File: src/tsc_consts.svh
/*
  register offsets, field positions, reset values and limits of the
  touch sensor control and status bank.
  assumes: included by bare name from the design file.
*/
`ifndef TSC_CONSTS_SVH
`define TSC_CONSTS_SVH

`define TSC_ADDR_MAIN_CONTROL 8'h00
`define TSC_ADDR_GENERAL_STATUS 8'h02
`define TSC_ADDR_INPUT_TOUCH 8'h03
`define TSC_ADDR_LIGHT_DONE 8'h04
`define TSC_ADDR_NOISE_FLAGS 8'h0A
`define TSC_ADDR_DELTA1 8'h10
`define TSC_ADDR_DELTA2 8'h11
`define TSC_ADDR_DELTA3 8'h12
`define TSC_ADDR_STANDBY_CHANNEL 8'h40
`define TSC_ADDR_FILTER_CTRL 8'hE0
`define TSC_ADDR_IRQ_ENABLE 8'hE1

`define TSC_MC_GAIN_HI 7
`define TSC_MC_GAIN_LO 6
`define TSC_MC_STANDBY 5
`define TSC_MC_DEEP_SLEEP 4
`define TSC_MC_ATTENTION 0

`define TSC_GS_LIGHT_DONE 4
`define TSC_GS_MULTI_BLOCK 2
`define TSC_GS_PATTERN 1
`define TSC_GS_TOUCH 0

`define TSC_FC_LOWFREQ_OFF 0
`define TSC_FC_RADIO_OFF 1
`define TSC_IE_PATTERN 3

`define TSC_RST_MAIN_CONTROL 8'h00
`define TSC_RST_STANDBY_CHANNEL 8'h00
`define TSC_RST_FILTER_CTRL 8'h00
`define TSC_RST_IRQ_ENABLE 8'h07
`define TSC_RST_ZERO 8'h00

`define TSC_DELTA_MAX 8'h7F
`define TSC_DELTA_MIN 8'h80

`endif

File: src/tsc_pkg.sv
/*
  types shared by the touch sensor control and status bank.
  assumes: nothing beyond the constants header.
*/
package tsc_pkg;
  // sensing gain multiplier selected by the gain field
  typedef enum logic [1:0] {
    TSC_GAIN_X1 = 2'h0,
    TSC_GAIN_X2 = 2'h1,
    TSC_GAIN_X4 = 2'h2,
    TSC_GAIN_X8 = 2'h3
  } tsc_gain_t;

  // power state, one-hot
  typedef enum logic [2:0] {
    TSC_PWR_ACTIVE = 3'h1,
    TSC_PWR_STANDBY = 3'h2,
    TSC_PWR_DEEP = 3'h4
  } tsc_power_t;
endpackage

File: src/tsc_control_status.sv
/*
  main control and status register bank of a three-input touch sensor:
  gain and power controls, attention flag and pin, touch, light-done,
  noise and saturating delta registers.
  assumes: sensing front end and light engines on ref_clk; their
  strobes are one-cycle pulses; register port on ref_clk.
*/
`timescale 1ns/1ps
`include "tsc_consts.svh"

// Overview of operation
// - gain field bits 7:6 select gain 1, 2, 4 or 8.
// - the same gain is applied in standby and active states.
// - with standby bit set, only standby-selected inputs are scanned.
// - on standby, dropped inputs report one release then stay untouched.
// - in standby status holds until attention clear; host-driven lights act normally.
// - deep sleep stops scanning, idles lights, no pulse-width activity.
// - entering deep sleep clears all status and attention flag.
// - attention flag set drives attention output.
// - touch on input with interrupt disabled never raises attention.
// - host writes zero to clear attention; ended conditions then clear.
// - light done summary is OR of light behaviour done bits.
// - simultaneous press block shows blocking, never raises attention.
// - pattern flag raises attention only if enabled; holds while cause stays.
// - general touch bit is OR of pad touched flags.
// - touched flag clears on attention clear with touch ended, or when its input leaves the scan set.
// - light done sets on host-actuated finish, ignored if linked, clears on attention clear.
// - noise flag forces that input's delta count to zero.
// - noise flags do not latch, follow the front end directly.
// - noisy input counts as over pattern threshold, only once.
// - low-frequency and radio noise samples discarded unless filter off.
// - each delta is two's complement, refreshed once per sensing cycle.
// - delta saturates at 7Fh and 80h instead of wrapping.
// - standby scan set comes from register at 40h.
// - undefined addresses read 00h and ignore writes.
module tsc_control_status #(
  parameter int NUM_INPUTS = 3,
  parameter int RAW_WIDTH = 12
) (
  // clock and reset
  input wire logic ref_clk,
  input wire logic nrst,
  // register port
  input wire logic [7:0] reg_addr,
  input wire logic [7:0] reg_wdata,
  input wire logic reg_write,
  input wire logic reg_read,
  output logic [7:0] reg_rdata,
  // sensing front end, same clock
  input wire logic [NUM_INPUTS-1:0] sample_valid,
  input wire logic [NUM_INPUTS*RAW_WIDTH-1:0] sample_delta,
  input wire logic [NUM_INPUTS-1:0] touch_detect,
  input wire logic [NUM_INPUTS-1:0] lowfreq_noise,
  input wire logic [NUM_INPUTS-1:0] radio_noise,
  input wire logic [NUM_INPUTS-1:0] pattern_over,
  input wire logic pattern_enable,
  input wire logic pattern_exceeded,
  input wire logic multi_block,
  // light engines
  input wire logic [NUM_INPUTS-1:0] light_done_pulse,
  input wire logic [NUM_INPUTS-1:0] light_linked,
  // controls toward sensing and lights
  output logic [1:0] gain_select,
  output logic [3:0] gain_factor,
  output logic [NUM_INPUTS-1:0] scan_enable,
  output logic lights_idle,
  output logic pwm_enable,
  output logic [NUM_INPUTS-1:0] pattern_count_over,
  output logic [NUM_INPUTS-1:0] sample_discard,
  // attention pin, open drain: enable high pulls low
  output logic attention_n_out,
  output logic attention_n_oe
);

  // host-visible control registers
  logic [7:0] main_control;
  logic [7:0] standby_channel;
  logic [7:0] filter_ctrl;
  logic [7:0] irq_enable;
  // status flags and saturated counts
  logic attention_pending;
  logic [NUM_INPUTS-1:0] pad_touched_flags;
  logic [NUM_INPUTS-1:0] light_behaviour_done;
  logic [NUM_INPUTS-1:0] pad_noise_flags;
  logic pattern_threshold_flag;
  logic [7:0] delta_count [NUM_INPUTS];
  // edge history and derived one-cycle events
  logic deep_prev;
  logic [NUM_INPUTS-1:0] scan_prev;
  logic [NUM_INPUTS-1:0] touch_live;
  logic [NUM_INPUTS-1:0] release_seen;
  logic [NUM_INPUTS-1:0] touch_rise;
  logic pattern_rise;
  logic pattern_prev;
  logic [NUM_INPUTS-1:0] touch_prev;
  logic deep_entry;
  logic attention_clear;
  // decoded power state and read mux
  tsc_pkg::tsc_power_t power_state;
  logic [7:0] next_rdata;

  // field views of the control registers and status summaries
  wire mc_write = reg_write && (reg_addr == `TSC_ADDR_MAIN_CONTROL);
  wire lowfreq_filter_off = filter_ctrl[`TSC_FC_LOWFREQ_OFF];
  wire radio_filter_off = filter_ctrl[`TSC_FC_RADIO_OFF];
  wire pattern_irq_enable = irq_enable[`TSC_IE_PATTERN];
  wire light_done_summary = |light_behaviour_done;
  wire general_touch = |pad_touched_flags;

  // power state from the two sleep bits; deep sleep wins
  // both bits set means deep sleep, so software need not
  // clear standby before going to the lowest state
  always_comb begin
    if (main_control[`TSC_MC_DEEP_SLEEP]) begin
      power_state = tsc_pkg::TSC_PWR_DEEP;
    end else if (main_control[`TSC_MC_STANDBY]) begin
      power_state = tsc_pkg::TSC_PWR_STANDBY;
    end else begin
      power_state = tsc_pkg::TSC_PWR_ACTIVE;
    end
  end

  // gain is not gated by power state, so standby uses it unchanged
  // factor is a plain decode for the front end; no extra register,
  // so a new code takes effect the cycle after the write
  always_comb begin
    gain_select = main_control[`TSC_MC_GAIN_HI:`TSC_MC_GAIN_LO];
    case (tsc_pkg::tsc_gain_t'(gain_select))
      tsc_pkg::TSC_GAIN_X1: gain_factor = 4'h1;
      tsc_pkg::TSC_GAIN_X2: gain_factor = 4'h2;
      tsc_pkg::TSC_GAIN_X4: gain_factor = 4'h4;
      tsc_pkg::TSC_GAIN_X8: gain_factor = 4'h8;
      default: gain_factor = 4'h1;
    endcase
  end

  // scan set and light engine gating per power state
  // standby keeps lights running: linked and host-driven alike
  // only the lower bits of the standby set matter here
  always_comb begin
    case (power_state)
      tsc_pkg::TSC_PWR_ACTIVE: begin
        scan_enable = '1;
        lights_idle = 1'b0;
        pwm_enable = 1'b1;
      end
      tsc_pkg::TSC_PWR_STANDBY: begin
        scan_enable = standby_channel[NUM_INPUTS-1:0];
        lights_idle = 1'b0;
        pwm_enable = 1'b1;
      end
      tsc_pkg::TSC_PWR_DEEP: begin
        scan_enable = '0;
        lights_idle = 1'b1;
        pwm_enable = 1'b0;
      end
      default: begin
        scan_enable = '0;
        lights_idle = 1'b1;
        pwm_enable = 1'b0;
      end
    endcase
  end

  // noise on an input counts toward the pattern once, merged by OR
  // discard follows the raw noise levels, not the registered flags,
  // so the very sample that carries noise is dropped
  always_comb begin
    pattern_count_over = pattern_enable ? (pattern_over | pad_noise_flags) : '0;
    sample_discard = (lowfreq_noise & {NUM_INPUTS{~lowfreq_filter_off}}) |
                     (radio_noise & {NUM_INPUTS{~radio_filter_off}});
  end

  // live touch: scanned, not noisy; a dropped input reads released
  // a rising live touch is the only touch event that may raise attention,
  // so a held touch never re-arms it after a host clear
  always_comb begin
    touch_live = touch_detect & scan_enable & ~pad_noise_flags & ~sample_discard;
    touch_rise = touch_live & ~touch_prev;
    pattern_rise = pattern_exceeded & ~pattern_prev;
    deep_entry = main_control[`TSC_MC_DEEP_SLEEP] & ~deep_prev;
    attention_clear = mc_write & ~reg_wdata[`TSC_MC_ATTENTION]
                      & attention_pending;
  end

  // edge history of touches, pattern, sleep and scan set
  // reset values match the idle levels, so no false edge after reset
  always_ff @(posedge ref_clk or negedge nrst) begin
    if (!nrst) begin
      touch_prev <= '0;
      pattern_prev <= 1'b0;
      deep_prev <= 1'b0;
      scan_prev <= '1;
    end else begin
      touch_prev <= touch_live;
      pattern_prev <= pattern_exceeded;
      deep_prev <= main_control[`TSC_MC_DEEP_SLEEP];
      scan_prev <= scan_enable;
    end
  end

  // one release report for each input dropped from the scan set
  // one-cycle pulse, a cycle late; flags of dropped inputs clear then
  always_ff @(posedge ref_clk or negedge nrst) begin
    if (!nrst) begin
      release_seen <= '0;
    end else begin
      release_seen <= scan_prev & ~scan_enable;
    end
  end

  // host-written controls; attention bit and unused control, filter and enable bits ignore a write of one; standby set keeps all eight bits
  // status, noise and delta addresses fall to the default branch,
  // so a stray write can never disturb a stored flag or count
  always_ff @(posedge ref_clk or negedge nrst) begin
    if (!nrst) begin
      main_control <= `TSC_RST_MAIN_CONTROL;
      standby_channel <= `TSC_RST_STANDBY_CHANNEL;
      filter_ctrl <= `TSC_RST_FILTER_CTRL;
      irq_enable <= `TSC_RST_IRQ_ENABLE;
    end else if (reg_write) begin
      case (reg_addr)
        `TSC_ADDR_MAIN_CONTROL: main_control <= {reg_wdata[7:4], 4'h0};
        `TSC_ADDR_STANDBY_CHANNEL: standby_channel <= reg_wdata;
        `TSC_ADDR_FILTER_CTRL: filter_ctrl <= {6'h00, reg_wdata[1:0]};
        `TSC_ADDR_IRQ_ENABLE: irq_enable <= {4'h0, reg_wdata[3:0]};
        default: ;
      endcase
    end
  end

  // attention flag: enabled touch and pattern events and any light finish set it, set wins over host clear
  // losing an event to a racing clear would hide it from the host,
  // a spare interrupt is the cheaper fault
  always_ff @(posedge ref_clk or negedge nrst) begin
    if (!nrst) begin
      attention_pending <= 1'b0;
    end else if (deep_entry) begin
      attention_pending <= 1'b0;
    end else if (|(touch_rise & irq_enable[NUM_INPUTS-1:0]) || (|light_done_pulse)
                 || (pattern_rise && pattern_irq_enable)) begin
      attention_pending <= 1'b1;
    end else if (attention_clear) begin
      attention_pending <= 1'b0;
    end
  end

  // touched flags latch; clear on attention clear only once touch ended
  // a touch still held keeps its flag but raises no new attention
  always_ff @(posedge ref_clk or negedge nrst) begin
    if (!nrst) begin
      pad_touched_flags <= '0;
    end else if (deep_entry) begin
      pad_touched_flags <= '0;
    end else begin
      for (int i = 0; i < NUM_INPUTS; i++) begin
        if (touch_live[i]) begin
          pad_touched_flags[i] <= 1'b1;
        end else if (attention_clear || release_seen[i]) begin
          pad_touched_flags[i] <= 1'b0;
        end
      end
    end
  end

  // light done: host-actuated only; pulse beats the clear
  // linked lights finish often and would only flood the status
  always_ff @(posedge ref_clk or negedge nrst) begin
    if (!nrst) begin
      light_behaviour_done <= '0;
    end else if (deep_entry) begin
      light_behaviour_done <= '0;
    end else begin
      light_behaviour_done <= (light_behaviour_done & ~{NUM_INPUTS{attention_clear}})
                              | (light_done_pulse & ~light_linked);
    end
  end

  // pattern flag stays while its cause is present
  // clears on a host clear once the front end drops the condition
  always_ff @(posedge ref_clk or negedge nrst) begin
    if (!nrst) begin
      pattern_threshold_flag <= 1'b0;
    end else if (deep_entry) begin
      pattern_threshold_flag <= 1'b0;
    end else if (pattern_exceeded) begin
      pattern_threshold_flag <= 1'b1;
    end else if (attention_clear) begin
      pattern_threshold_flag <= 1'b0;
    end
  end

  // noise flags track the front end; not sticky
  // unscanned inputs report no noise, their samples are stale anyway
  always_ff @(posedge ref_clk or negedge nrst) begin
    if (!nrst) begin
      pad_noise_flags <= '0;
    end else begin
      pad_noise_flags <= (lowfreq_noise | radio_noise) & scan_enable;
    end
  end

  // delta counts: saturate wide raw value into signed 8 bits
  // clamping beats wrapping: a wrapped count would flip its sign
  // and turn a strong touch into a release
  always_ff @(posedge ref_clk or negedge nrst) begin
    if (!nrst) begin
      for (int i = 0; i < NUM_INPUTS; i++) begin
        delta_count[i] <= `TSC_RST_ZERO;
      end
    end else begin
      for (int i = 0; i < NUM_INPUTS; i++) begin
        if (deep_entry) begin
          delta_count[i] <= `TSC_RST_ZERO;
        end else if (pad_noise_flags[i] || (sample_valid[i] && sample_discard[i])) begin
          delta_count[i] <= `TSC_RST_ZERO;
        end else if (sample_valid[i]) begin
          if ($signed(sample_delta[i*RAW_WIDTH +: RAW_WIDTH]) > $signed(12'sh07F)) begin
            delta_count[i] <= `TSC_DELTA_MAX;
          end else if ($signed(sample_delta[i*RAW_WIDTH +: RAW_WIDTH]) < $signed(-12'sh080)) begin
            delta_count[i] <= `TSC_DELTA_MIN;
          end else begin
            delta_count[i] <= sample_delta[i*RAW_WIDTH +: 8];
          end
        end
      end
    end
  end

  // read decode; unmapped answers zero
  // reads have no side effects, latched status clears only on attention clear, deep sleep entry or scan drop
  always_comb begin
    next_rdata = 8'h00;
    case (reg_addr)
      `TSC_ADDR_MAIN_CONTROL: next_rdata = {main_control[7:4], 3'h0, attention_pending};
      `TSC_ADDR_GENERAL_STATUS: next_rdata = {3'h0, light_done_summary, 1'b0,
                                              multi_block, pattern_threshold_flag,
                                              general_touch};
      `TSC_ADDR_INPUT_TOUCH: next_rdata = {5'h00, pad_touched_flags};
      `TSC_ADDR_LIGHT_DONE: next_rdata = {5'h00, light_behaviour_done};
      `TSC_ADDR_NOISE_FLAGS: next_rdata = {5'h00, pad_noise_flags};
      `TSC_ADDR_DELTA1: next_rdata = delta_count[0];
      `TSC_ADDR_DELTA2: next_rdata = delta_count[1];
      `TSC_ADDR_DELTA3: next_rdata = delta_count[2];
      `TSC_ADDR_STANDBY_CHANNEL: next_rdata = standby_channel;
      `TSC_ADDR_FILTER_CTRL: next_rdata = filter_ctrl;
      `TSC_ADDR_IRQ_ENABLE: next_rdata = irq_enable;
      default: next_rdata = 8'h00;
    endcase
  end

  // read data stand only in the cycle after the strobe
  // zero between reads keeps stale data off the bus
  always_ff @(posedge ref_clk or negedge nrst) begin
    if (!nrst) begin
      reg_rdata <= 8'h00;
    end else begin
      reg_rdata <= reg_read ? next_rdata : 8'h00;
    end
  end

  // attention pin pulled low while flag is set
  // open drain: the board pull-up gives the released level
  always_comb begin
    attention_n_out = 1'b0;
    attention_n_oe = attention_pending;
  end

endmodule // tsc_control_status

File: config.mk
export PLATFORM = sky130hd
export DESIGN_NAME = tsc_control_status
export DESIGN_NICKNAME = d
export VERILOG_FILES = /design/src/tsc_pkg.sv /design/src/tsc_control_status.sv
export VERILOG_INCLUDE_DIRS = /design/src
export SDC_FILE = /design/constraint.sdc
export NUM_CORES = 1
export LEC_CHECK = 0
export ABC_AREA = 1
export BUFFER_PORTS_ARGS = -buffer_cell sky130_fd_sc_hd__buf_4
export CAP_MARGIN = 5
export CORE_AREA = 3 3 90 92
export CTS_CLUSTER_DIAMETER = 200
export CTS_CLUSTER_SIZE = 20
export DETAILED_ROUTE_END_ITERATION = 8
export DIE_AREA = 0 0 93 95
export PLACE_DENSITY = 0.84
export SLEW_MARGIN = 20
export SYNTH_ARGS = -nofsm -noshare
export SYNTH_HDL_FRONTEND = slang
export SYNTH_SLANG_ARGS = --single-unit
export TNS_END_PERCENT = 50
File: constraint.sdc
create_clock -name ref_clk -period 1.3 [get_ports ref_clk]
set_input_delay 0.39 -clock ref_clk [delete_from_list [all_inputs] [get_ports ref_clk]]
set_output_delay 0.39 -clock ref_clk [all_outputs]
set_load 0.005 [all_outputs]
==> results of run 1 <==
==> synth_stat cells <==
master     n  area [µm²]
inv_1     70         263
o211ai_1   3        22.5
nand2_4    2        22.5
nand4_1    1        6.26
a21oi_1   13        65.1
o21a_1     1        7.51
buf_6      3        33.8
o21ai_1   17        85.1
nand4_2    1        12.5
inv_4      1        6.26
clkbuf_1   1        3.75
inv_2      6        22.5
nor2_4     6        67.6
dfstp_2    6         158
buf_4      5        37.5
nor3_1     3        15.0
dfrtp_1   66        1650
nand2_2    5        31.3
conb_1     1        3.75
nor2_1    56         210
nor2_2     6        37.5
nand2_1   82         308
o21ai_0   36         180
o21ai_2    8        70.1
o211ai_2   1        12.5
nor4_4     1        21.3
nand3_2    3        30.0
o22ai_1   14        87.6
a21oi_4    3        48.8
nand3_1   59         295
or2_2      3        18.8
a21oi_2    1        8.76
==> stage by stage <==
| stage | area (µm²) | instances | worst slack [ps] |
|---|---|---|---|
| floorplan | 3840 | 484 | 37.1 |
| global placement | 5010 | 714 | -215 |
| detailed placement | 5010 | 714 | -226 |
| CTS | 5470 | 743 | -301 |
| global route | 5630 | 749 | -363 |
| finish | 5630 | 749 | -328 |
==> flip-flops by register name, summed over array words and instances (netlist names), 2 cells and up <==
name,count
pad_noise_flags,3
filter_ctrl,2
scan_prev,3
standby_channel,8
light_behaviour_done,3
reg_rdata,8
main_control,4
pad_touched_flags,3
release_seen,3
irq_enable,4
delta_count,24
touch_prev,3
==> cell type report <==
cell class	instances	area, µm²
Clock buffer	13	149
Multi-Input combinational cell	326	1860
Inverter	77	299
Clock inverter	3	42.5
Timing Repair Buffer	159	1330
Fill cell	492	1660
Tap cell	99	124
Sequential cell	72	1820
==> what timing repair did <==
action	4_1_cts	5_1_grt
pin swaps	23	18
setup endpoints to repair	45	48
hold buffers	1	0
setup buffers	12	6
resized for setup	55	34
endpoints found under the hold margin	16	0
==> metal layers <==
metal,GRT usage (%),vias up
met5,0,-
met1,35.3,1939
met2,47.9,209
met4,9.28,0
met3,7.73,28
li1,-,1895
==> report_power, final <==
part	leakage [nW]	total [mW]	switching, mW	internal [mW]
Combinational	1.84	1.19	0.623	0.565
Sequential	0.914	2.51	0.107	2.40
Clock	0.0936	1.77	0.831	0.939
Total	2.84	5.47	1.56	3.91
==> worst reg2reg max path: stages, from the launching register on <==
cell and delay [ps]:
dfrtp_1 360, inv_2 80, nand2_4 70, o21ai_4 60, buf_6 120, buf_6 110
a21oi_4 210, nand3_4 180, o21ai_1 170
==> logic make-up after synthesis <==
| group | Yosys count |
|---|---|
| buf+inv | 86 |
| flops | 72 |
| simple gates | 228 |
| compound gates | 97 |
| other cells | 1 |
==> worst max-delay path by stage <==
stage                      to  slack [ps]       startpoint
6_report       scan_enable[2]        -330  main_control[4]
3_5_place_dp     reg_rdata[2]        -230      reg_addr[2]
2_1_floorplan  attention_n_oe          40      reg_addr[3]
3_3_place_gp     reg_rdata[3]        -210      reg_addr[6]
4_1_cts        scan_enable[0]        -300  main_control[5]
5_1_grt        scan_enable[1]        -360  main_control[5]
==> results.sh, run 1 <==
export IMPL_reg_to_reg_critical_path_endpoint="delta_count[3]"
export IMPL_core_rowCount=31
export IMPL_complex_gate_fraction_of_the_synthesized_area_pct=15.3
export IMPL_pwr_density_cell_nw_per_um2=971
export IMPL_flow_area_growth_from_synthesis_pct=46.5
export IMPL_gp_congestion=0.936
export IMPL_finish_utilization_pct=77.2
export IMPL_floorplan_io_pins=107
export IMPL_largest_fanout_on_the_critical_path=5
export IMPL_final_max_slew_violation_count=0
export IMPL_critical_path_startpoint_type="flip-flop"
export IMPL_clock_latency_of_the_later_clocked_register_in_the_worst_skew_pair_ps=350
export IMPL_grt_antenna_before_repair=0
export IMPL_globalRouteOverflowTotal=0
export IMPL_rr_startpoint="filter_ctrl[1]"
export IMPL_place_detailed_hpwl_um=8730
export IMPL_timing_critical_path_to_type="output port"
export IMPL_all_layer_gr_usage_pct=28.3
export IMPL_path_cells="inv_2 -> o21ai_2 -> buf_6 -> inv_4 -> buf_6"
export IMPL_synth_simple_gate_area_share_pct=28.0
export IMPL_final_common_cell="buf_4"
export IMPL_die_h_um=95
export IMPL_ff2ff_setup_slack_ps=-130
export IMPL_critical_path_required_ps=910
export IMPL_met3WireLength_um=990
export IMPL_hp_start="pattern_exceeded"
export IMPL_antenna_cells_inserted=0
export IMPL_drc=0
export IMPL_fin_total_pwr_mw=5.47
export IMPL_post_drt_antenna_nets=0
export IMPL_critical_path_most_common_cell="buf_6"
export IMPL_grt_setup_unrepaired="true"
export IMPL_final_net_count=725
export IMPL_mappedNetlistArea_um2=3840
export IMPL_synthesized_area_fraction_occupied_by_xor_and_xnor_cells_pct=0
export IMPL_route_vias_total=4071
export IMPL_design_die_area_um2=8840
export IMPL_via_per_inst=5.44
export IMPL_most_common_layout_cells="buf_4, nand2_1, inv_1"
export IMPL_detailroute_wirelength_met2_um=6250
export IMPL_pin_count_of_the_biggest_net_entering_global_routing=28
export IMPL_yosys_mux_area_fraction_pct=0
export IMPL_cts_tree="built"
export IMPL_final_layout_size_suffix_gt1_share_pct=42.3
export IMPL_die_w_um=93
export IMPL_critical_path_arrival_ps=1240
export IMPL_syn_area_per_cell_um2=7.94
export IMPL_outcome="complete, but fails checks"
export IMPL_cpMaxStageDelayCell="dfrtp_1"
export IMPL_hold_path_depth=1
export IMPL_postSynthRegisterBits=72
export IMPL_tritoncts_num_buffers=9
export IMPL_floorplan_initialDensity_pct=52.7
export IMPL_avgRoutedWirePerCell_um=16.5
export IMPL_cts_clock_pin_slew_for_the_worst_setup_and_hold_paths_ps=80
export IMPL_vdd_ir_drop_worst_mv=0.592
export IMPL_power_static_leakage_nw=2.84
export IMPL_finalClockSkew_ps=7.13
export IMPL_wl_met1_um=4850
export IMPL_first_pass_iters=5
export IMPL_layout_worst_path_cycle_share_pct=125
export IMPL_hold_path_endpoint="pattern_prev"
export IMPL_ys_warn_count=0
export IMPL_violations="negative setup slack"
export IMPL_synth_fa_ha_area_share_pct=0
export IMPL_min_period_ps=1630
export IMPL_finalSetupViolations=42
export IMPL_cap_violations=0
export IMPL_holdWs_ps=154
export IMPL_first_global_vias=4057
export IMPL_ys_types=32
export IMPL_root_buffer="clkbuf_8"
export IMPL_synth_top_family_by_area="simple AND/OR/NAND/NOR gates"
export IMPL_path_delay_family="buffers and inverters"
export IMPL_topRoutingLayerUsed="met4"
export IMPL_route_final_wire_length_um=12300
export IMPL_critical_path_cell_count=5
export IMPL_synth_net_count=564
export IMPL_core_area_um2=7290
export IMPL_clk_path_buf_depth=2
export IMPL_drt_initial_drc_count=345
export IMPL_biggest_cell_delay_along_the_critical_path_ps=390
export IMPL_worst_slack_ps=-328
export IMPL_hold_path_class="in2reg"
export IMPL_rr_worst_depth=8
export IMPL_cts_htree_levels=3
export IMPL_grt_pass1_wl_um=19400
export IMPL_finalHoldViolCount=0
export IMPL_port_buffer_count=105
export IMPL_syn_inst=484
export IMPL_criticalPathCategory="reg2out"
export IMPL_fmaxAchievable_mhz=614
export IMPL_setup_tns_ps=-5220
export IMPL_worst_path_buf_inv=4
export IMPL_number_of_clock_sinks=72
export IMPL_synth_sequential_area_ratio_pct=47.1
Note: power is estimated with default switching activity, not from simulation.
==> run 2: changes to the inputs <==
- SETUP_SLACK_MARGIN: unset -> 0.02
==> results.sh, run 2 (same netlist as run 1, synthesis figures left out) <==
export IMPL_outcome="complete, but fails checks"
export IMPL_violations="negative setup slack"
export IMPL_flow_area_growth_from_synthesis_pct=47.3
export IMPL_rr_worst_depth=7
export IMPL_timing_critical_path_to_type="output port"
export IMPL_power_clock_fraction_pct=32.3
export IMPL_fmaxAchievable_mhz=618
export IMPL_largest_register_ffs=24
export IMPL_via_per_inst=5.48
export IMPL_die_h_um=95
export IMPL_avgRoutedWirePerCell_um=16.8
export IMPL_grt_antenna_before_repair=0
export IMPL_layout_worst_path_cycle_share_pct=124
export IMPL_gp_congestion=0.936
export IMPL_cts_clock_pin_slew_for_the_worst_setup_and_hold_paths_ps=70
export IMPL_p_comb_share_pct=22.0
export IMPL_globalRouteOverflowTotal=0
export IMPL_vdd_ir_drop_worst_mv=0.699
export IMPL_criticalPathCategory="reg2out"
export IMPL_hold_path_class="in2reg"
export IMPL_final_common_cell="buf_4"
export IMPL_netsw_mw=1.59
export IMPL_max_flop_register="delta_count"
export IMPL_floorplan_initialDensity_pct=52.7
export IMPL_design_die_area_um2=8840
export IMPL_fin_total_pwr_mw=5.50
export IMPL_first_pass_iters=6
export IMPL_finalHoldViolCount=0
export IMPL_hold_path_depth=1
export IMPL_core_area_um2=7290
export IMPL_drc=0
export IMPL_biggest_cell_delay_along_the_critical_path_ps=390
export IMPL_final_net_count=722
export IMPL_port_buffer_count=105
export IMPL_largest_fanout_on_the_critical_path=5
export IMPL_final_max_slew_violation_count=0
export IMPL_worst_slack_ps=-318
export IMPL_critical_path_most_common_cell="buf_6"
export IMPL_route_vias_total=4091
export IMPL_root_buffer="clkbuf_8"
export IMPL_critical_path_required_ps=910
export IMPL_min_period_ps=1620
export IMPL_route_final_wire_length_um=12500
export IMPL_power_internal_mw=3.90
export IMPL_place_detailed_hpwl_um=8730
export IMPL_critical_path_startpoint_type="flip-flop"
export IMPL_cpMaxStageDelayCell="dfrtp_1"
export IMPL_finalSetupViolations=43
export IMPL_biggestRegsByFlops="delta_count: 24 flops, reg_rdata: 8 flops, standby_channel: 8 flops"
export IMPL_post_drt_antenna_nets=0
export IMPL_clock_latency_of_the_later_clocked_register_in_the_worst_skew_pair_ps=340
export IMPL_sequentialPowerShare_pct=45.7
export IMPL_die_w_um=93
export IMPL_power_static_leakage_nw=2.83
export IMPL_final_layout_size_suffix_gt1_share_pct=43.1
export IMPL_antenna_cells_inserted=0
export IMPL_cts_htree_levels=3
export IMPL_drt_initial_drc_count=388
export IMPL_finalClockSkew_ps=7.12
export IMPL_cts_tree="built"
export IMPL_pwr_density_cell_nw_per_um2=971
export IMPL_critical_path_arrival_ps=1230
export IMPL_tritoncts_num_buffers=9
export IMPL_floorplan_io_pins=107
export IMPL_path_cells="inv_2 -> o21ai_2 -> buf_6 -> inv_4 -> buf_6"
export IMPL_most_common_layout_cells="buf_4, nand2_1, inv_1"
export IMPL_all_layer_gr_usage_pct=28.6
export IMPL_pin_count_of_the_biggest_net_entering_global_routing=28
export IMPL_clk_path_buf_depth=2
export IMPL_core_rowCount=31
export IMPL_place_ws_ps=-226
export IMPL_grt_pass1_wl_um=19400
export IMPL_first_global_vias=4054
export IMPL_cap_violations=0
export IMPL_grt_setup_unrepaired="true"
export IMPL_power_switching_fraction_pct=29.0
export IMPL_number_of_clock_sinks=72
[run 2: critical path: cells and delay by family, from the launching register on]
kind / cells / cell delay (ps)
buffers and inverters: 4 / 400
DFF: 1 / 390
AOI/OAI and AO/OA: 1 / 80
[run 2: cell type report]
class	instances	area (µm²)
Multi-Input combinational cell	326	1910
Timing Repair Buffer	156	1320
Clock buffer	13	149
Inverter	77	299
Tap cell	99	124
Sequential cell	72	1820
Fill cell	480	1630
Clock inverter	3	42.5
[run 2: per-layer routing]
layer	global-route usage (%)	part of all wire [%]	vias up
li1	-	-	1886
met1	35.8	40	1942
met2	48.8	50	222
met3	6.14	6.9	41
met4	10.4	2.7	0
met5	0	0	-
[run 2: final timing paths]
path                                  start            endpoint  slack (ps)
max in group asynchronous              nrst       irq_enable[0]         310
max                         main_control[4]      scan_enable[1]        -320
max reg2reg                  filter_ctrl[1]      delta_count[8]        -100
min                        pattern_exceeded        pattern_prev         160
min in group asynchronous              nrst  pad_noise_flags[0]         470
min reg2reg                    scan_prev[2]     release_seen[2]         480
[run 2: timing repair]
| action | in CTS | in global routing |
|---|---|---|
| cloned | 0 | 0 |
| setup buffers | 12 | 5 |
| gates resized for setup | 66 | 36 |
| endpoints found under the hold margin | 16 | 0 |
| setup endpoints to repair | 46 | 52 |
| hold buffers | 1 | 0 |
| pin swaps | 31 | 19 |
[run 2: metrics by stage]
step / area (µm²) / hold WS, ps / setup TNS, ps / utilization [%] / std cells
2_1_floorplan: 3840 / 94.4 / 0 / - / 484
3_3_place_gp: 5010 / 290 / -6000 / 68.7 / 714
3_5_place_dp: 5010 / 292 / -7340 / 68.7 / 714
4_1_cts: 5520 / 158 / -2750 / 75.6 / 743
5_1_grt: 5660 / 141 / -6400 / 77.7 / 746
6_report: 5660 / 159 / -4460 / 77.7 / 746
[run 2: power by group through the flow]
stage / combinational [mW] / sequential (mW) / clock (mW)
floorplan: 0.435 / 2.52 / 0
detailed placement: 0.942 / 2.55 / 0
global placement: 0.915 / 2.54 / 0
CTS: 1.10 / 2.50 / 1.74
global route: 1.31 / 2.53 / 1.86
finish: 1.21 / 2.51 / 1.78
